==> src/core/papc_defs.vh <==
/*
  Constants for the peripheral power control block: register indices,
  field positions, reset values and timing counts.
  Assumes inclusion by bare name from the design file only.
*/
`ifndef PAPC_DEFS_VH
`define PAPC_DEFS_VH

// Register indices, byte address is four times the index
`define PAPC_IDX_STATUS_A 4'h0
`define PAPC_IDX_STATUS_B 4'h1
`define PAPC_IDX_DOR 4'h2
`define PAPC_IDX_RATE_MAIN 4'h4
`define PAPC_IDX_DATA 4'h5
`define PAPC_IDX_DIR_CCR 4'h7
`define PAPC_IDX_DIRECT_PWR 4'h8
`define PAPC_IDX_AUTO_PWR 4'h9
`define PAPC_IDX_PWR_STAT 4'hA
`define PAPC_IDX_PAR_CFG 4'hB

// Field positions
`define PAPC_DOR_MOTOR_HI 7
`define PAPC_DOR_MOTOR_LO 4
`define PAPC_DOR_RESET_N 2
`define PAPC_DSR_SW_RESET 7
`define PAPC_DSR_POWERDOWN 6
`define PAPC_PWR_FDC 0
`define PAPC_PWR_PAR 3
`define PAPC_PWR_UART0 4
`define PAPC_PWR_UART1 5
`define PAPC_PAR_EPP_EN 0
`define PAPC_PAR_ECP_EN 1
`define PAPC_PAR_MODE_HI 4
`define PAPC_PAR_MODE_LO 2

// Extended control mode codes
`define PAPC_MODE_SPP 3'h0
`define PAPC_MODE_BIDIR 3'h1
`define PAPC_MODE_EPP 3'h4

// Reset values and the idle main status value
`define PAPC_RST_BYTE 8'h00
`define PAPC_RST_PAR_CFG 8'h00
`define PAPC_MSR_IDLE 8'h80

// Timing
`define PAPC_CLK_MHZ 24'h000064
`define PAPC_AUTO_PD_MS 24'h00000A
`define PAPC_AUTO_PD_CYCLES (`PAPC_AUTO_PD_MS * 24'h0003E8 * `PAPC_CLK_MHZ)
`define PAPC_HOST_WAIT_AUTO_US 8
`define PAPC_HOST_WAIT_250K_US 8
`define PAPC_HOST_WAIT_500K_US 4
`define PAPC_HOST_WAIT_AUTO_CYCLES (`PAPC_HOST_WAIT_AUTO_US * `PAPC_CLK_MHZ)

// AXI responses
`define PAPC_RESP_OKAY 2'h0
`define PAPC_RESP_SLVERR 2'h2

`endif

==> src/core/papc_top.v <==
/*
  Power control for the floppy controller, two serial ports and the
  parallel port, with an AXI4-Lite register slave.
  Assumes all inputs are synchronous to sys_clk_in and that the floppy
  and serial cores report their idle state on plain inputs.
*/
// Register access over AXI4-Lite was chosen for this implementation.
// Operation
// - Direct powerdown per unit from direct config
// - Floppy auto powerdown only when bit 0 set
// - Floppy sleeps: motors off, status 80H, idle
// - Ten millisecond timer must also expire
// - Clearing enable cancels timer, blocks auto powerdown
// - Rate select powerdown overrides auto powerdown
// - Reset wake resets; register wake keeps state
// - Wake on motor set, status, data access
// - Output or rate writes wake only on motor/reset
// - Wake restarts timer, sleeps again when idle
// - Other registers readable and writable while asleep
// - Host bus keeps working during powerdown
// - Drive outputs tristated, head outputs stay active
// - Serial auto enable bits 4,5; transmitter empty
// - Receiver sleeps when FIFO empty, awaiting start
// - Ring indicator change still reported while asleep
// - Buffer write or receive line change wakes
// - Parallel auto powerdown only when bit 3 set
// - Enhanced parallel logic off unless enabled, selected
// - Extended capability logic off per mode, re-evaluated
`timescale 1ns/100ps
`include "papc_defs.vh"

module papc_top #(
  parameter [23:0] AUTO_PD_CYCLES = `PAPC_AUTO_PD_CYCLES
) (
  input wire sys_clk_in,
  input wire rstn_in,
  input wire ce_in,
  input wire [31:0] s_axi_awaddr_in,
  input wire s_axi_awvalid_in,
  output wire s_axi_awready_out,
  input wire [31:0] s_axi_wdata_in,
  input wire [3:0] s_axi_wstrb_in,
  input wire s_axi_wvalid_in,
  output wire s_axi_wready_out,
  output wire [1:0] s_axi_bresp_out,
  output wire s_axi_bvalid_out,
  input wire s_axi_bready_in,
  input wire [31:0] s_axi_araddr_in,
  input wire s_axi_arvalid_in,
  output wire s_axi_arready_out,
  output wire [31:0] s_axi_rdata_out,
  output wire [1:0] s_axi_rresp_out,
  output wire s_axi_rvalid_out,
  input wire s_axi_rready_in,
  input wire [7:0] fdc_status_a_in,
  input wire [7:0] fdc_status_b_in,
  input wire [7:0] fdc_main_status_in,
  input wire [7:0] fdc_data_in,
  input wire [7:0] fdc_drive_input_in,
  input wire fdc_int_in,
  input wire fdc_head_unload_done_in,
  output wire [7:0] fdc_dor_out,
  output wire [7:0] fdc_rate_select_out,
  output wire [7:0] fdc_config_control_out,
  output wire [7:0] fdc_data_wdata_out,
  output wire fdc_data_wr_out,
  output wire fdc_data_rd_out,
  output wire fdc_soft_reset_out,
  output wire fdc_wake_out,
  output wire fdc_powerdown_out,
  input wire motor_on_0_n_in,
  input wire drive_select_0_n_in,
  input wire write_stream_n_in,
  input wire write_enable_gate_n_in,
  input wire head_move_sense_n_in,
  input wire track_pulse_n_in,
  input wire side_select_n_in,
  input wire [1:0] density_select_in,
  output wire motor_on_0_n_out,
  output wire drive_select_0_n_out,
  output wire write_stream_n_out,
  output wire write_enable_gate_n_out,
  output wire floppy_drive_oe_out,
  output wire head_move_sense_n_out,
  output wire track_pulse_n_out,
  output wire side_select_n_out,
  output wire [1:0] density_select_out,
  input wire [1:0] uart_tx_empty_in,
  input wire [1:0] uart_tx_buf_wr_in,
  input wire [1:0] uart_rx_fifo_empty_in,
  input wire [1:0] uart_rx_idle_in,
  input wire [1:0] serial_receive_line_in,
  input wire [1:0] phone_line_alert_input_in,
  output wire [1:0] uart_tx_pd_out,
  output wire [1:0] uart_rx_pd_out,
  output wire [1:0] uart_ring_delta_out,
  output wire epp_pd_out,
  output wire ecp_pd_out
);

  function papc_hit;
    input [31:0] addr;
    input is_wr;
    begin
      papc_hit = 1'b0;
      if (addr[31:6] == 26'h0000000) begin
        case (addr[5:2])
          `PAPC_IDX_DOR, `PAPC_IDX_RATE_MAIN, `PAPC_IDX_DATA: papc_hit = 1'b1;
          `PAPC_IDX_DIRECT_PWR, `PAPC_IDX_AUTO_PWR, `PAPC_IDX_PAR_CFG: papc_hit = 1'b1;
          `PAPC_IDX_DIR_CCR: papc_hit = 1'b1;
          `PAPC_IDX_STATUS_A, `PAPC_IDX_STATUS_B, `PAPC_IDX_PWR_STAT: papc_hit = ~is_wr;
          default: papc_hit = 1'b0;
        endcase
      end
    end
  endfunction

  // Bus slave state
  reg aw_full_q, w_full_q, bvalid_q, rvalid_q;
  reg awready_q, wready_q, arready_q;
  reg [31:0] awaddr_q, wdata_q, rdata_q;
  reg [3:0] wstrb_q;
  reg [1:0] bresp_q, rresp_q;
  // Register state
  reg [7:0] dor_q, dsr_q, ccr_q, direct_q, auto_q, par_q;
  reg [7:0] data_wdata_q;
  reg data_wr_q, data_rd_q, soft_reset_q, wake_q;
  // Floppy power state
  reg [23:0] tmr_q;
  reg tmr_done_q, auto_pd_q, dsr_pd_q, fdc_pd_q;
  reg mtr_q, ds_q, wd_q, wg_q, oe_q, dirp_q, step_q, side_q;
  reg [1:0] den_q;
  // Serial and parallel power state
  reg [1:0] tx_pd_q, rx_pd_q, rx_prev_q, ri_prev_q, ring_q;
  reg [1:0] tx_pd_out_q, rx_pd_out_q;
  reg epp_pd_q, ecp_pd_q;

  wire aw_take = s_axi_awvalid_in & awready_q;
  wire w_take = s_axi_wvalid_in & wready_q;
  wire ar_take = s_axi_arvalid_in & arready_q;
  wire do_wr = aw_full_q & w_full_q & ~bvalid_q;
  wire wr_ok = do_wr & papc_hit(awaddr_q, 1'b1) & wstrb_q[0];
  wire rd_ok = ar_take & papc_hit(s_axi_araddr_in, 1'b0);
  wire [3:0] wr_idx = awaddr_q[5:2];
  wire [3:0] rd_idx = s_axi_araddr_in[5:2];
  wire [7:0] wb = wdata_q[7:0];

  wire aw_full_d = (aw_full_q | aw_take) & ~do_wr;
  wire w_full_d = (w_full_q | w_take) & ~do_wr;
  wire bvalid_d = (bvalid_q & ~s_axi_bready_in) | do_wr;
  wire rvalid_d = (rvalid_q & ~s_axi_rready_in) | ar_take;

  wire dor_wr = wr_ok & (wr_idx == `PAPC_IDX_DOR);
  wire dsr_wr = wr_ok & (wr_idx == `PAPC_IDX_RATE_MAIN);
  wire dat_wr = wr_ok & (wr_idx == `PAPC_IDX_DATA);
  wire msr_rd = rd_ok & (rd_idx == `PAPC_IDX_RATE_MAIN);
  wire dat_rd = rd_ok & (rd_idx == `PAPC_IDX_DATA);

  wire motor_set = dor_wr & (wb[`PAPC_DOR_MOTOR_HI:`PAPC_DOR_MOTOR_LO] != 4'h0);
  // Register accesses that resume without disturbing the controller
  wire reg_wake = motor_set | msr_rd | dat_rd | dat_wr;
  // Software reset bits run the normal reset sequence instead
  wire rst_wake = (dor_wr & ~wb[`PAPC_DOR_RESET_N]) | (dsr_wr & wb[`PAPC_DSR_SW_RESET]);
  wire any_wake = reg_wake | rst_wake;

  wire fdc_auto_en = auto_q[`PAPC_PWR_FDC];
  wire fdc_idle = (dor_q[`PAPC_DOR_MOTOR_HI:`PAPC_DOR_MOTOR_LO] == 4'h0) &
    (fdc_main_status_in == `PAPC_MSR_IDLE) & ~fdc_int_in & fdc_head_unload_done_in;
  wire [2:0] par_mode = par_q[`PAPC_PAR_MODE_HI:`PAPC_PAR_MODE_LO];
  wire [1:0] uart_auto = {auto_q[`PAPC_PWR_UART1], auto_q[`PAPC_PWR_UART0]};
  wire [1:0] uart_direct = {direct_q[`PAPC_PWR_UART1], direct_q[`PAPC_PWR_UART0]};

  reg [31:0] rd_mux;
  always @* begin
    rd_mux = 32'h00000000;
    // Status of sleeping units reads true values; only main status and data reads here wake them
    case (rd_idx)
      `PAPC_IDX_STATUS_A: rd_mux[7:0] = fdc_status_a_in;
      `PAPC_IDX_STATUS_B: rd_mux[7:0] = fdc_status_b_in;
      `PAPC_IDX_DOR: rd_mux[7:0] = dor_q;
      `PAPC_IDX_RATE_MAIN: rd_mux[7:0] = fdc_main_status_in;
      `PAPC_IDX_DATA: rd_mux[7:0] = fdc_data_in;
      `PAPC_IDX_DIR_CCR: rd_mux[7:0] = fdc_drive_input_in;
      `PAPC_IDX_DIRECT_PWR: rd_mux[7:0] = direct_q;
      `PAPC_IDX_AUTO_PWR: rd_mux[7:0] = auto_q;
      `PAPC_IDX_PAR_CFG: rd_mux[7:0] = par_q;
      `PAPC_IDX_PWR_STAT: rd_mux[8:0] = {rx_pd_out_q, tx_pd_out_q, ecp_pd_q, epp_pd_q,
        dsr_pd_q, auto_pd_q, fdc_pd_q};
      default: rd_mux = 32'h00000000;
    endcase
  end

  // Bus slave has no power gating so wake accesses are always seen
  always @(posedge sys_clk_in or negedge rstn_in) begin
    if (!rstn_in) begin
      aw_full_q <= 1'b0;
      w_full_q <= 1'b0;
      bvalid_q <= 1'b0;
      rvalid_q <= 1'b0;
      awready_q <= 1'b0;
      wready_q <= 1'b0;
      arready_q <= 1'b0;
      awaddr_q <= 32'h00000000;
      wdata_q <= 32'h00000000;
      wstrb_q <= 4'h0;
      rdata_q <= 32'h00000000;
      bresp_q <= `PAPC_RESP_OKAY;
      rresp_q <= `PAPC_RESP_OKAY;
    end else if (ce_in) begin
      aw_full_q <= aw_full_d;
      w_full_q <= w_full_d;
      bvalid_q <= bvalid_d;
      rvalid_q <= rvalid_d;
      awready_q <= ~aw_full_d & ~bvalid_d;
      wready_q <= ~w_full_d & ~bvalid_d;
      arready_q <= ~rvalid_d;
      if (aw_take) begin
        awaddr_q <= s_axi_awaddr_in;
      end
      if (w_take) begin
        wdata_q <= s_axi_wdata_in;
        wstrb_q <= s_axi_wstrb_in;
      end
      if (do_wr) begin
        bresp_q <= papc_hit(awaddr_q, 1'b1) ? `PAPC_RESP_OKAY : `PAPC_RESP_SLVERR;
      end
      if (ar_take) begin
        rdata_q <= rd_ok ? rd_mux : 32'h00000000;
        rresp_q <= rd_ok ? `PAPC_RESP_OKAY : `PAPC_RESP_SLVERR;
      end
    end
  end

  // Software registers and floppy strobes
  always @(posedge sys_clk_in or negedge rstn_in) begin
    if (!rstn_in) begin
      dor_q <= `PAPC_RST_BYTE;
      dsr_q <= `PAPC_RST_BYTE;
      ccr_q <= `PAPC_RST_BYTE;
      direct_q <= `PAPC_RST_BYTE;
      auto_q <= `PAPC_RST_BYTE;
      par_q <= `PAPC_RST_PAR_CFG;
      data_wdata_q <= `PAPC_RST_BYTE;
      data_wr_q <= 1'b0;
      data_rd_q <= 1'b0;
      soft_reset_q <= 1'b0;
      wake_q <= 1'b0;
    end else if (ce_in) begin
      // Writes land even while asleep; the core sees them on waking
      if (dor_wr) begin
        dor_q <= wb;
      end
      if (dsr_wr) begin
        dsr_q <= wb;
      end
      if (wr_ok & (wr_idx == `PAPC_IDX_DIR_CCR)) begin
        ccr_q <= wb;
      end
      if (wr_ok & (wr_idx == `PAPC_IDX_DIRECT_PWR)) begin
        direct_q <= wb;
      end
      if (wr_ok & (wr_idx == `PAPC_IDX_AUTO_PWR)) begin
        auto_q <= wb;
      end
      if (wr_ok & (wr_idx == `PAPC_IDX_PAR_CFG)) begin
        par_q <= wb;
      end
      if (dat_wr) begin
        data_wdata_q <= wb;
      end
      data_wr_q <= dat_wr;
      data_rd_q <= dat_rd;
      soft_reset_q <= rst_wake;
      wake_q <= reg_wake & ~rst_wake;
    end
  end

  // Floppy powerdown: timer, auto state, rate select state
  always @(posedge sys_clk_in or negedge rstn_in) begin
    if (!rstn_in) begin
      tmr_q <= 24'h000000;
      tmr_done_q <= 1'b0;
      auto_pd_q <= 1'b0;
      dsr_pd_q <= 1'b0;
      fdc_pd_q <= 1'b0;
    end else if (ce_in) begin
      if (!fdc_auto_en) begin
        tmr_q <= 24'h000000;
        tmr_done_q <= 1'b0;
      end else if (any_wake) begin
        tmr_q <= 24'h000000;
        tmr_done_q <= 1'b0;
      end else if (!tmr_done_q) begin
        // Starts counting as soon as auto powerdown is enabled
        tmr_q <= tmr_q + 24'h000001;
        tmr_done_q <= (tmr_q == AUTO_PD_CYCLES - 24'h000001);
      end
      // Once asleep only a wake event or clearing the enable ends it, not a status change
      auto_pd_q <= fdc_auto_en & ~any_wake &
        (auto_pd_q | (tmr_done_q & fdc_idle));
      if (dsr_wr & wb[`PAPC_DSR_POWERDOWN] & ~wb[`PAPC_DSR_SW_RESET]) begin
        dsr_pd_q <= 1'b1;
      end else if (any_wake) begin
        dsr_pd_q <= 1'b0;
      end
      fdc_pd_q <= direct_q[`PAPC_PWR_FDC] | dsr_pd_q | auto_pd_q;
    end
  end

  // Drive pins: drive-facing outputs float, head control stays driven
  always @(posedge sys_clk_in or negedge rstn_in) begin
    if (!rstn_in) begin
      mtr_q <= 1'b1;
      ds_q <= 1'b1;
      wd_q <= 1'b1;
      wg_q <= 1'b1;
      oe_q <= 1'b0;
      dirp_q <= 1'b1;
      step_q <= 1'b1;
      side_q <= 1'b1;
      den_q <= 2'h0;
    end else if (ce_in) begin
      mtr_q <= motor_on_0_n_in;
      ds_q <= drive_select_0_n_in;
      wd_q <= write_stream_n_in;
      wg_q <= write_enable_gate_n_in;
      oe_q <= ~fdc_pd_q;
      dirp_q <= head_move_sense_n_in;
      step_q <= track_pulse_n_in;
      side_q <= side_select_n_in;
      den_q <= density_select_in;
    end
  end

  // Serial ports and parallel port
  integer i;
  always @(posedge sys_clk_in or negedge rstn_in) begin
    if (!rstn_in) begin
      tx_pd_q <= 2'h0;
      rx_pd_q <= 2'h0;
      rx_prev_q <= 2'h3;
      ri_prev_q <= 2'h0;
      ring_q <= 2'h0;
      tx_pd_out_q <= 2'h0;
      rx_pd_out_q <= 2'h0;
      epp_pd_q <= 1'b0;
      ecp_pd_q <= 1'b0;
    end else if (ce_in) begin
      rx_prev_q <= serial_receive_line_in;
      ri_prev_q <= phone_line_alert_input_in;
      // Ring detection sits outside the gated logic
      ring_q <= phone_line_alert_input_in ^ ri_prev_q;
      for (i = 0; i < 2; i = i + 1) begin
        tx_pd_q[i] <= uart_auto[i] & ~uart_tx_buf_wr_in[i] &
          (tx_pd_q[i] | uart_tx_empty_in[i]);
        rx_pd_q[i] <= uart_auto[i] & (serial_receive_line_in[i] == rx_prev_q[i]) &
          (rx_pd_q[i] | (uart_rx_fifo_empty_in[i] & uart_rx_idle_in[i]));
      end
      tx_pd_out_q <= uart_direct | tx_pd_q;
      rx_pd_out_q <= uart_direct | rx_pd_q;
      // Evaluated every cycle so any mode change takes effect on the next clock
      epp_pd_q <= direct_q[`PAPC_PWR_PAR] | (auto_q[`PAPC_PWR_PAR] &
        (~par_q[`PAPC_PAR_EPP_EN] |
        (par_q[`PAPC_PAR_ECP_EN] & (par_mode != `PAPC_MODE_EPP))));
      ecp_pd_q <= direct_q[`PAPC_PWR_PAR] | (auto_q[`PAPC_PWR_PAR] &
        (~par_q[`PAPC_PAR_ECP_EN] | (par_mode == `PAPC_MODE_SPP) |
        (par_mode == `PAPC_MODE_BIDIR) | (par_mode == `PAPC_MODE_EPP)));
    end
  end

  assign s_axi_awready_out = awready_q;
  assign s_axi_wready_out = wready_q;
  assign s_axi_bresp_out = bresp_q;
  assign s_axi_bvalid_out = bvalid_q;
  assign s_axi_arready_out = arready_q;
  assign s_axi_rdata_out = rdata_q;
  assign s_axi_rresp_out = rresp_q;
  assign s_axi_rvalid_out = rvalid_q;
  assign fdc_dor_out = dor_q;
  assign fdc_rate_select_out = dsr_q;
  assign fdc_config_control_out = ccr_q;
  assign fdc_data_wdata_out = data_wdata_q;
  assign fdc_data_wr_out = data_wr_q;
  assign fdc_data_rd_out = data_rd_q;
  assign fdc_soft_reset_out = soft_reset_q;
  assign fdc_wake_out = wake_q;
  assign fdc_powerdown_out = fdc_pd_q;
  assign motor_on_0_n_out = mtr_q;
  assign drive_select_0_n_out = ds_q;
  assign write_stream_n_out = wd_q;
  assign write_enable_gate_n_out = wg_q;
  assign floppy_drive_oe_out = oe_q;
  assign head_move_sense_n_out = dirp_q;
  assign track_pulse_n_out = step_q;
  assign side_select_n_out = side_q;
  assign density_select_out = den_q;
  assign uart_tx_pd_out = tx_pd_out_q;
  assign uart_rx_pd_out = rx_pd_out_q;
  assign uart_ring_delta_out = ring_q;
  assign epp_pd_out = epp_pd_q;
  assign ecp_pd_out = ecp_pd_q;

endmodule // papc_top

==> config.mk <==
export PLATFORM = sky130hd
export DESIGN_NAME = papc_top
export DESIGN_NICKNAME = d
export VERILOG_FILES = /design/src/core/papc_top.v
export VERILOG_INCLUDE_DIRS = /design/src /design/src/core
export SDC_FILE = /design/constraint.sdc
export NUM_CORES = 1
export LEC_CHECK = 0
export ABC_AREA = 0
export BUFFER_PORTS_ARGS = -buffer_cell sky130_fd_sc_hd__buf_2
export CORE_MARGIN = 1.5
export CORE_UTILIZATION = 41
export CTS_BUF_LIST = sky130_fd_sc_hd__clkbuf_8
export CTS_CLUSTER_SIZE = 20
export DETAILED_ROUTE_END_ITERATION = 7
export PLACE_DENSITY_LB_ADDON = 0.08
export SYNTH_ARGS = -nofsm -noshare
export SYNTH_HDL_FRONTEND = slang
export SYNTH_SLANG_ARGS = --single-unit
==> constraint.sdc <==
create_clock -name sys_clk_in -period 2.6 [get_ports sys_clk_in]
set_clock_uncertainty 0.05 [all_clocks]
set_input_delay 0.26 -clock sys_clk_in [delete_from_list [all_inputs] [get_ports sys_clk_in]]
set_output_delay 0.26 -clock sys_clk_in [all_outputs]
set_load 0.02 [all_outputs]
==> metrics.csv, run 1 <==
stage,metric,value,unit
floorplan,dieArea,21300,µm²
floorplan,std_cell_rows,52,
route,routed_wl,23300,µm
route,vias_per_cell,5.23,
cells_and_area,multi_input_area,3810,µm²
route,antenna_left,0,
route,vias,6959,
critical_path,cp_top_family,simple AND/OR/NAND/NOR gates,
global_routing,grt_max_degree,92,
timing,max_freq,0.394,GHz
placement,dp_hpwl,16500,µm
clock_network,cts_tree,done,
cells_and_area,fin_cells,1331,
power_and_ir_drop,switchingPower,2.14,mW
power_and_ir_drop,comb_power_share,22.4,%
synth,synth_common_cells,"162 x dfrtp_1, 114 x mux2_2, 42 x nor2_1",
min_path,holdCritPathClass,input port to flop,
synth,yosysTopAreaCell,dfrtp_1,
critical_path,startpoint_type,flop,
critical_path,crit_chain,"nor4bb_1, nand4_1, nor4_1, nor4b_4, buf_12, buf_4, a21boi_0, o22ai_1",
timing,tns,0,ns
synth,syn-instance-count,759,
timing,slew_headroom,34.1,%
clock_network,clkSinkCount,171,
power_and_ir_drop,pwr-share-clk,28.2,%
min_path,hp-start,serial_receive_line_in[1],
critical_path,cp_data_required_time,2.88,ns
critical_path,rr_worst_depth,8,
power_and_ir_drop,internal-power,4.74,mW
critical_path,worstSetupPathType,flop to flop,
placement,globalplace.congestion,0.825,
min_path,hold_path_end,rx_prev_q[1]$_DFFE_PN1P_,
synth,syn_area,8390,µm²
global_routing,grt_pass1_vias,6997,
clock_network,cts_buffer_depth,2,
cells_and_area,drive_above_1_share,39.5,%
clock_network,clk_pin_slew,0.09,ns
critical_path,r2r-start,s_axi_arready_out$_DFFE_PN0P_,
power_and_ir_drop,p_per_area,631,nW/µm²
timing,setup_viol,0,
synth,yosysWarnings,0,
synth,ys_seq_area_share,51.1,%
cells_and_area,syn_to_final_growth,29.9,%
synth,ys_types,64,
placement,dp.cells,1245,
timing,rsz0062_at_grt,no,
cells_and_area,seq_area,4290,µm²
synth,ys_top_cells_by_area,"dfrtp_1 48%, mux2_2 15%, dfstp_2 2.8%, buf_4 2.2%, a21oi_1 2.1%",
global_routing,grt_overflow,0,
power_and_ir_drop,finalPower,6.88,mW
floorplan,die_h,146,µm
synth,synthAdderAreaFrac,0.149,%
flow_run,maxCapViolations,0,
critical_path,rrSetupSlack,0.06,ns
status,status,"finished, final reports clean",
global_routing,grt_use_total,22.2,%
power_and_ir_drop,p_leak,5.10,nW
synth,syn_area_per_cell,11.1,µm²
timing,period_needed,2.54,ns
synth,async_reset_ff_share,100,%
cells_and_area,fin_nets,1220,
critical_path,crit_buf_inv,2,
synth,synth-main-ff-cell,dfrtp_1,
cells_and_area,insertedDiodeCount,0,
timing,final.period_utilization,97.5,%
synth,synth_compound_area_share,11.3,%
synth,synth.top_cell.area_share,48.3,%
floorplan,pin_count,267,
min_path,hold_depth,2,
clock_network,cts_made_buffers,17,
critical_path,r2r_end,tmr_q[1]$_DFFE_PN0P_,
power_and_ir_drop,switching_share,31.1,%
route,drtPass1Iterations,6,
critical_path,critPathMaxStageDelay,0.77,ns
clock_network,cts-root-buf,clkbuf_8,
power_and_ir_drop,irDropWorstVdd,0.371,mV
route,drtIter0Drc,431,
clock_network,htreeDepth,4,
route,drc,0,
synth,yosys.area_share.xor_xnor,0.417,%
critical_path,cp.arrival,2.81,ns
timing,tightest_slew,0.979,ns
clock_network,post_cts_buffers,0,
clock_network,clkLatencyLatePin,0.45,ns
critical_path,end_kind,flop,
global_routing,grt_pass1_wl,37300,µm
global_routing,antenna_found_initial,0,
critical_path,cp_slowest_cell,nor4_1,
synth,yosysMostFrequentCell,dfrtp_1,
power_and_ir_drop,seqPwrFrac,49.3,%
synth,synth_seq_cells,171,
timing,drv_slew,0,
synth,synth_top_family_by_area,multiplexers,
synth,synth_mux_area_share,16.9,%
cells_and_area,fillCellCount,1862,
route,wl_per_cell,17.5,µm
synth,synth_edf_count,0,
critical_path,crit_fanout,14,
placement,io_buffers,210,
placement,dpl_cell_area,9930,µm²
synth,synth-simple-area-share,15.3,%
floorplan,start_util,41.6,%
floorplan,core,20200,µm²
timing,final-hold-violation-count,0,
cells_and_area,fin_util,54.1,%
floorplan,die_w,146,µm
cells_and_area,fin_area,10900,µm²
[area by class of cell]
class	count	share of cell area [%]
flip-flops and latches	171	39.3
well taps	270	3.10
repair buffers	307	18.2
clock inverters	14	1.45
inverters	21	0.723
multi-input cells	530	34.9
clock buffers	18	2.27
[through the flow]
step	hold slack (ns)	worst slack, ns
CTS	0.00116	0.0860
finish	0.0307	0.0640
floorplan	-0.0856	0.461
global route	0.00827	0.00577
global placement	0.250	0.0160
detailed placement	0.249	0.00572
[how the worst max path moves through the flow]
stage                             startpoint                               endpoint  slack [ns]  cells past startpoint
2_1_floorplan       awaddr_q[13]$_DFFE_PN0P_  fdc_config_control_out[0]$_DFFE_PN0P_        0.46                      8
3_3_place_gp             s_axi_araddr_in[21]                   tmr_q[1]$_DFFE_PN0P_        0.02                      9
3_5_place_dp             s_axi_araddr_in[27]                   tmr_q[1]$_DFFE_PN0P_       0.006                      9
4_1_cts             awaddr_q[13]$_DFFE_PN0P_                  auto_q[5]$_DFFE_PN0P_        0.09                      7
5_1_grt        s_axi_arready_out$_DFFE_PN0P_                   tmr_q[1]$_DFFE_PN0P_       0.006                      8
6_report       s_axi_arready_out$_DFFE_PN0P_                   tmr_q[1]$_DFFE_PN0P_        0.06                      8
[layout by cell type (no fill, tap or decap), types with 4 or more instances in the layout]
cell type	n
nand4_1	16
nor3_1	11
nor4b_1	5
nand2_1	36
xnor2_1	4
nand2b_1	10
nor4_1	19
buf_4	38
buf_12	5
clkbuf_8	18
mux2i_1	11
o21ai_0	24
mux2_2	114
inv_6	6
dfstp_2	9
dfrtp_1	162
nor2b_1	23
nor2_1	42
a22oi_1	8
buf_2	209
or3_1	4
o31ai_1	8
inv_1	22
a21oi_1	36
and4_1	4
a21boi_0	4
nand3_1	28
conb_1	25
dlygate4sd3_1	54
a31oi_1	10
and3_1	7
nor4_2	5
a32oi_1	5
a22o_1	6
o311ai_1	5
o22ai_1	13
[flip-flops by register name (all words and copies together) (netlist names), 2 cells and up]
register / flops
auto_q: 8
awaddr_q: 30
density_select_out: 2
direct_q: 8
fdc_config_control_out: 8
fdc_data_wdata_out: 8
fdc_dor_out: 8
fdc_rate_select_out: 8
par_q: 8
ri_prev_q: 2
rx_pd_q: 2
rx_prev_q: 2
s_axi_rdata_out: 9
tmr_q: 24
tx_pd_q: 2
uart_ring_delta_out: 2
uart_rx_pd_out: 2
uart_tx_pd_out: 2
wdata_q: 8
[power groups by stage]
stage               clock [mW]  sequential [mW]  combinational (mW)
floorplan                    0             3.45               0.808
global placement             0             3.41                1.46
detailed placement           0             3.42                1.48
CTS                       2.01             3.37                1.54
global route              2.12             3.45                1.70
finish                    1.94             3.39                1.54
[worst reg2reg max path: cells and delay by family (launching register included)]
kind | cells | cell delay, ns
and+or+nand+nor | 4 | 1.31
buffers and inverters | 2 | 0.37
AOI/OAI and AO/OA | 2 | 0.35
DFF | 1 | 0.35
[routing by layer]
layer / track usage, % / vias to the layer above / share of wire [%]
met3: 4.53 / 17 / 5.1
met4: 4.90 / 0 / 1.1
met5: 0 / - / 0
met1: 29.8 / 3381 / 46
met2: 37.4 / 212 / 48
li1: - / 3349 / -
[repair_timing]
action | 4_1_cts | 5_1_grt
setup endpoints to repair | 0 | 29
hold buffers | 54 | 0
gates resized for setup | 0 | 4
endpoints found under the hold margin | 106 | 0
[cell families (layout without fill, tap and decap cells)]
group,count (synthesis),in the layout
other cells,1,25
flops,171,171
xor+xnor,4,4
mux,126,126
fa+ha+maj,1,1
simple gates,230,230
compound gates,144,144
buf+inv,82,360
(Power assumes the default switching activity.)
==> inputs of run 2 (changes only) <==
- CELL_PAD_IN_SITES_DETAIL_PLACEMENT: not set -> 0
- CELL_PAD_IN_SITES_GLOBAL_PLACEMENT: not set -> 1
==> metrics.csv, run 2 (synthesis results as in run 1) <==
stage,metric,value,unit
clock_network,cts-root-buf,clkbuf_8,
cells_and_area,drive_above_1_share,39.1,%
power_and_ir_drop,switchingPower,2.20,mW
power_and_ir_drop,switching_share,32.2,%
global_routing,grt_overflow,0,
route,antenna_left,0,
timing,tns,0,ns
min_path,hp-start,s_axi_rready_in,
floorplan,start_util,41.6,%
timing,rsz0062_at_grt,no,
timing,drv_slew,0,
clock_network,htreeDepth,4,
timing,setup_viol,0,
placement,io_buffers,210,
critical_path,startpoint_type,flop,
timing,max_freq,0.415,GHz
critical_path,end_kind,flop,
route,routed_wl,23700,µm
global_routing,grt_pass1_vias,7233,
status,status,"finished, final reports clean",
route,wl_per_cell,17.8,µm
timing,slew_headroom,39.9,%
placement,globalplace.congestion,0.875,
global_routing,grt_pass1_wl,38400,µm
clock_network,cts_made_buffers,17,
floorplan,die_w,146,µm
min_path,hold_depth,4,
critical_path,r2r-start,awaddr_q[18]$_DFFE_PN0P_,
cells_and_area,final_cell_mix,"209 x buf_2, 162 x dfrtp_1, 114 x mux2_2",
timing,whs,0.0206,ns
route,drtPass1Iterations,5,
timing,tightest_slew,0.894,ns
cells_and_area,largest_reg_flops,30,
global_routing,grt_max_degree,92,
power_and_ir_drop,comb_power_share,22.2,%
power_and_ir_drop,seqPwrFrac,49.7,%
cells_and_area,fin_nets,1215,
cells_and_area,layout_commonest_cell,buf_2,
power_and_ir_drop,pwr-share-clk,28.1,%
cells_and_area,syn_to_final_growth,29.1,%
min_path,holdCritPathClass,input port to flop,
floorplan,die_h,146,µm
cells_and_area,fin_util,53.7,%
floorplan,pin_count,267,
critical_path,cp_data_required_time,2.89,ns
power_and_ir_drop,p_leak,5.07,nW
power_and_ir_drop,internal-power,4.63,mW
critical_path,r2r_end,par_q[5]$_DFFE_PN0P_,
placement,dp.cells,1241,
placement,dp_hpwl,17300,µm
global_routing,grt_use_total,22.7,%
power_and_ir_drop,irDropWorstVdd,0.354,mV
critical_path,rrSetupSlack,0.19,ns
global_routing,antenna_found_initial,0,
clock_network,cts_tree,done,
timing,final.period_utilization,92.8,%
floorplan,core,20200,µm²
clock_network,post_cts_buffers,0,
critical_path,cp.arrival,2.70,ns
clock_network,clkLatencyLatePin,0.45,ns
cells_and_area,top_register,awaddr_q,
critical_path,crit_fanout,8,
critical_path,worstSetupPathType,flop to flop,
clock_network,clk_pin_slew,0.10,ns
route,drtIter0Drc,389,
timing,period_needed,2.41,ns
timing,final-hold-violation-count,0,
flow_run,maxCapViolations,0,
clock_network,clkSinkCount,171,
route,vias,7055,
min_path,hold_path_end,s_axi_rvalid_out$_DFFE_PN0P_,
cells_and_area,insertedDiodeCount,0,
cells_and_area,fin_cells,1326,
route,drc,0,
clock_network,cts_buffer_depth,2,
floorplan,dieArea,21300,µm²
critical_path,rr_worst_depth,8,
floorplan,std_cell_rows,52,
power_and_ir_drop,p_per_area,631,nW/µm²
route,vias_per_cell,5.32,
-- run 2: what timing repair did --
action                                  4_1_cts  5_1_grt
endpoints found under the hold margin       104        0
hold buffers                                 53        0
resized for setup                             0        3
endpoints found under the setup margin        0       44
-- run 2: stage by stage --
stage | instance area [µm²] | power (mW) | setup WS, ns
after CTS | 10800 | 6.88 | 0.0765
final | 10800 | 6.83 | 0.188
after detailed placement | 9880 | 4.90 | 0.0720
after global placement | 9880 | 4.82 | 0.127
after floorplan | 8480 | 4.25 | 0.461
after global routing | 10800 | 7.21 | 0.00205
-- run 2: power by group through the flow --
stage	Clock [mW]	Sequential (mW)	Combinational, mW
6_report	1.92	3.40	1.51
5_1_grt	2.10	3.46	1.65
4_1_cts	1.97	3.39	1.52
3_5_place_dp	0	3.44	1.45
3_3_place_gp	0	3.41	1.41
2_1_floorplan	0	3.45	0.808
-- run 2: worst max-delay path, stage by stage, from the launching register on --
cell and delay [ns]:
dfrtp_1 0.40, nor4_2 0.32, buf_4 0.17, nand3_1 0.13, nor2_1 0.19, and3_1 0.29
and4_1 0.22, buf_4 0.18, mux2_2 0.35
-- run 2: layer usage --
layer / up-vias / part of all wire (%) / track usage [%]
met1: 3445 / 45 / 29.8
met5: - / 0 / 0
met3: 26 / 5.6 / 5.13
met4: 0 / 1.5 / 5.30
met2: 236 / 48 / 38.4
li1: 3348 / - / -
-- run 2: cell type report --
cell class	instances	area [µm²]
fill	1866	9340
sequential	171	4290
tap	270	338
timing repair buffer	302	1920
clock buffer	17	234
clock inverter	15	174
multi-input combinational	530	3800
inverter	21	78.8
-- run 2: how the worst max path moves through the flow --
stage                             start  depth (start not counted)  slack, ns                                     to
2_1_floorplan  awaddr_q[13]$_DFFE_PN0P_                          8       0.46  fdc_config_control_out[0]$_DFFE_PN0P_
3_3_place_gp   awaddr_q[18]$_DFFE_PN0P_                          8       0.13  fdc_config_control_out[7]$_DFFE_PN0P_
3_5_place_dp         s_axi_araddr_in[9]                          8       0.07                   tmr_q[7]$_DFFE_PN0P_
4_1_cts        awaddr_q[18]$_DFFE_PN0P_                          8       0.08                   par_q[7]$_DFFE_PN0P_
5_1_grt        awaddr_q[24]$_DFFE_PN0P_                          7      0.002                   par_q[2]$_DFFE_PN0P_
6_report       awaddr_q[18]$_DFFE_PN0P_                          8       0.19                   par_q[5]$_DFFE_PN0P_
==> inputs of run 3 (changes only) <==
==> constraint.sdc (replaced) <==
create_clock -name sys_clk_in -period 2.6 [get_ports sys_clk_in]
set_clock_uncertainty 0.05 [all_clocks]
set_input_delay 0.39 -clock sys_clk_in [delete_from_list [all_inputs] [get_ports sys_clk_in]]
set_output_delay 0.39 -clock sys_clk_in [all_outputs]
set_load 0.02 [all_outputs]
==> metrics.csv, run 3 (synthesis results as in run 1) <==
stage,metric,value,unit
clock_network,clkSinkCount,171,
placement,globalplace.congestion,0.864,
route,drtIter0Drc,375,
global_routing,grt_max_degree,92,
global_routing,grt_pass1_vias,6856,
timing,max_freq,0.412,GHz
critical_path,path_common_cell,nand4_1,
critical_path,cp_data_required_time,2.90,ns
route,routed-wl-met2,11000,µm
global_routing,grt_pass1_wl,36700,µm
critical_path,worstSetupPathType,flop to flop,
placement,dp.cells,1243,
timing,final-hold-violation-count,0,
clock_network,clkLatencyLatePin,0.48,ns
critical_path,crit_chain,"nand4_1, or4_1, nor3_1, nand4_1, a31oi_1, o31ai_1",
floorplan,std_cell_rows,52,
global_routing,grt_use_total,21.9,%
route,wl_per_cell,18.0,µm
timing,tightest_slew,0.567,ns
timing,period_needed,2.43,ns
critical_path,cp_slowest_cell,or4_1,
floorplan,start_util,41.6,%
route,routed.top_layer,met5,
placement,dp_hpwl,17300,µm
critical_path,crit_fanout,9,
cells_and_area,drive_above_1_share,41.5,%
critical_path,crit_buf_inv,0,
critical_path,cp_top_family,simple AND/OR/NAND/NOR gates,
timing,drv_slew,0,
clock_network,cts_buffer_depth,2,
route,vias_per_cell,5.36,
cells_and_area,final_cell_mix,"209 x buf_2, 162 x dfrtp_1, 114 x mux2_2",
global_routing,grt_overflow,0,
power_and_ir_drop,finalPower,6.77,mW
critical_path,cp.arrival,2.73,ns
floorplan,die_w,146,µm
route,vias,6849,
floorplan,die_h,146,µm
route,drtPass1Iterations,5,
floorplan,core,20200,µm²
power_and_ir_drop,irDropWorstVdd,0.434,mV
route,met1_length,10100,µm
cells_and_area,fin_nets,1166,
cells_and_area,fin_cells,1277,
power_and_ir_drop,p_per_area,654,nW/µm²
floorplan,dieArea,21300,µm²
flow_run,maxCapViolations,0,
timing,setup_viol,0,
route,drc,0,
global_routing,antenna_found_initial,1,
cells_and_area,insertedDiodeCount,0,
cells_and_area,top_register,awaddr_q,
timing,rsz0062_at_grt,no,
placement,io_buffers,210,
critical_path,critPathMaxStageDelay,0.60,ns
power_and_ir_drop,p_leak,4.87,nW
timing,tns,0,ns
cells_and_area,largest_reg_flops,30,
floorplan,pin_count,267,
clock_network,cts_tree,done,
timing,final.period_utilization,93.4,%
route,antenna_left,0,
critical_path,rrSetupSlack,0.17,ns
cells_and_area,layout_commonest_cell,buf_2,
timing,slew_headroom,61.9,%
route,wl_met3,1460,µm
min_path,holdCritPathClass,input port to flop,
clock_network,htreeDepth,4,
status,status,"finished, final reports clean",
critical_path,end_kind,flop,
route,routed_wl,23000,µm
clock_network,clk_pin_slew,0.11,ns
cells_and_area,syn_to_final_growth,23.4,%
critical_path,startpoint_type,flop,
clock_network,cts-root-buf,clkbuf_8,
clock_network,cts_made_buffers,17,
-- run 3: changes by cell type in the layout (fill, tap and decap cells not counted), sizes merged --
| cell | change |
|---|---|
| inv | -2 |
| dlygate4sd3 | -52 |
| bufinv | -1 |
| clkbuf | +1 |
| clkinv | +2 |
| buf | +3 |
-- run 3: power by group --
part / internal, mW / total, mW / switching [mW]
Sequential: 3.07 / 3.40 / 0.335
Clock: 0.762 / 1.92 / 1.16
Combinational: 0.698 / 1.45 / 0.755
-- run 3: layer usage --
metal / global-route usage, % / vias up
met5: 0 / -
met4: 6.62 / 2
met3: 5.75 / 31
met2: 36.0 / 233
met1: 28.4 / 3343
li1: - / 3240
-- run 3: path summary, 6_finish.rpt --
path	startpoint	endpoint	depth (start not counted)
worst min register to register	s_axi_rdata_out[6]$_DFFE_PN0P_	s_axi_rdata_out[6]$_DFFE_PN0P_	1
worst max register to register	tmr_q[9]$_DFFE_PN0P_	tmr_q[19]$_DFFE_PN0P_	6
max in group asynchronous	rstn_in	motor_on_0_n_out$_DFFE_PN1P_	3
worst max-delay path	tmr_q[9]$_DFFE_PN0P_	tmr_q[19]$_DFFE_PN0P_	6
worst min-delay path	s_axi_awaddr_in[18]	awaddr_q[18]$_DFFE_PN0P_	2
min in group asynchronous	rstn_in	tmr_q[4]$_DFFE_PN0P_	2
-- run 3: stage by stage --
stage          worst slack (ns)  hold WS, ns  util [%]  instance area [µm²]
6_report                  0.172       0.0829      51.3                10400
4_1_cts                  0.0353       0.0614      51.2                10300
3_3_place_gp             0.0611        0.303      49.1                 9910
5_1_grt                 0.00697       0.0569      51.3                10400
3_5_place_dp             0.0598        0.311      49.1                 9910
2_1_floorplan             0.461       0.0444         -                 8480
-- run 3: area by class of cell --
type | instances | area [µm²]
timing repair buffer | 253 | 1430
sequential | 171 | 4290
clock buffer | 18 | 248
inverter | 21 | 78.8
multi-input combinational | 530 | 3800
fill | 1895 | 9810
clock inverter | 14 | 166
tap | 270 | 338
-- run 3: timing repair --
| action | 4_1_cts | 5_1_grt |
|---|---|---|
| hold buffers | 1 | 0 |
| resized for setup | 0 | 3 |
| hold endpoints to repair | 39 | 0 |
| setup buffers | 0 | 1 |
| endpoints found under the setup margin | 0 | 49 |
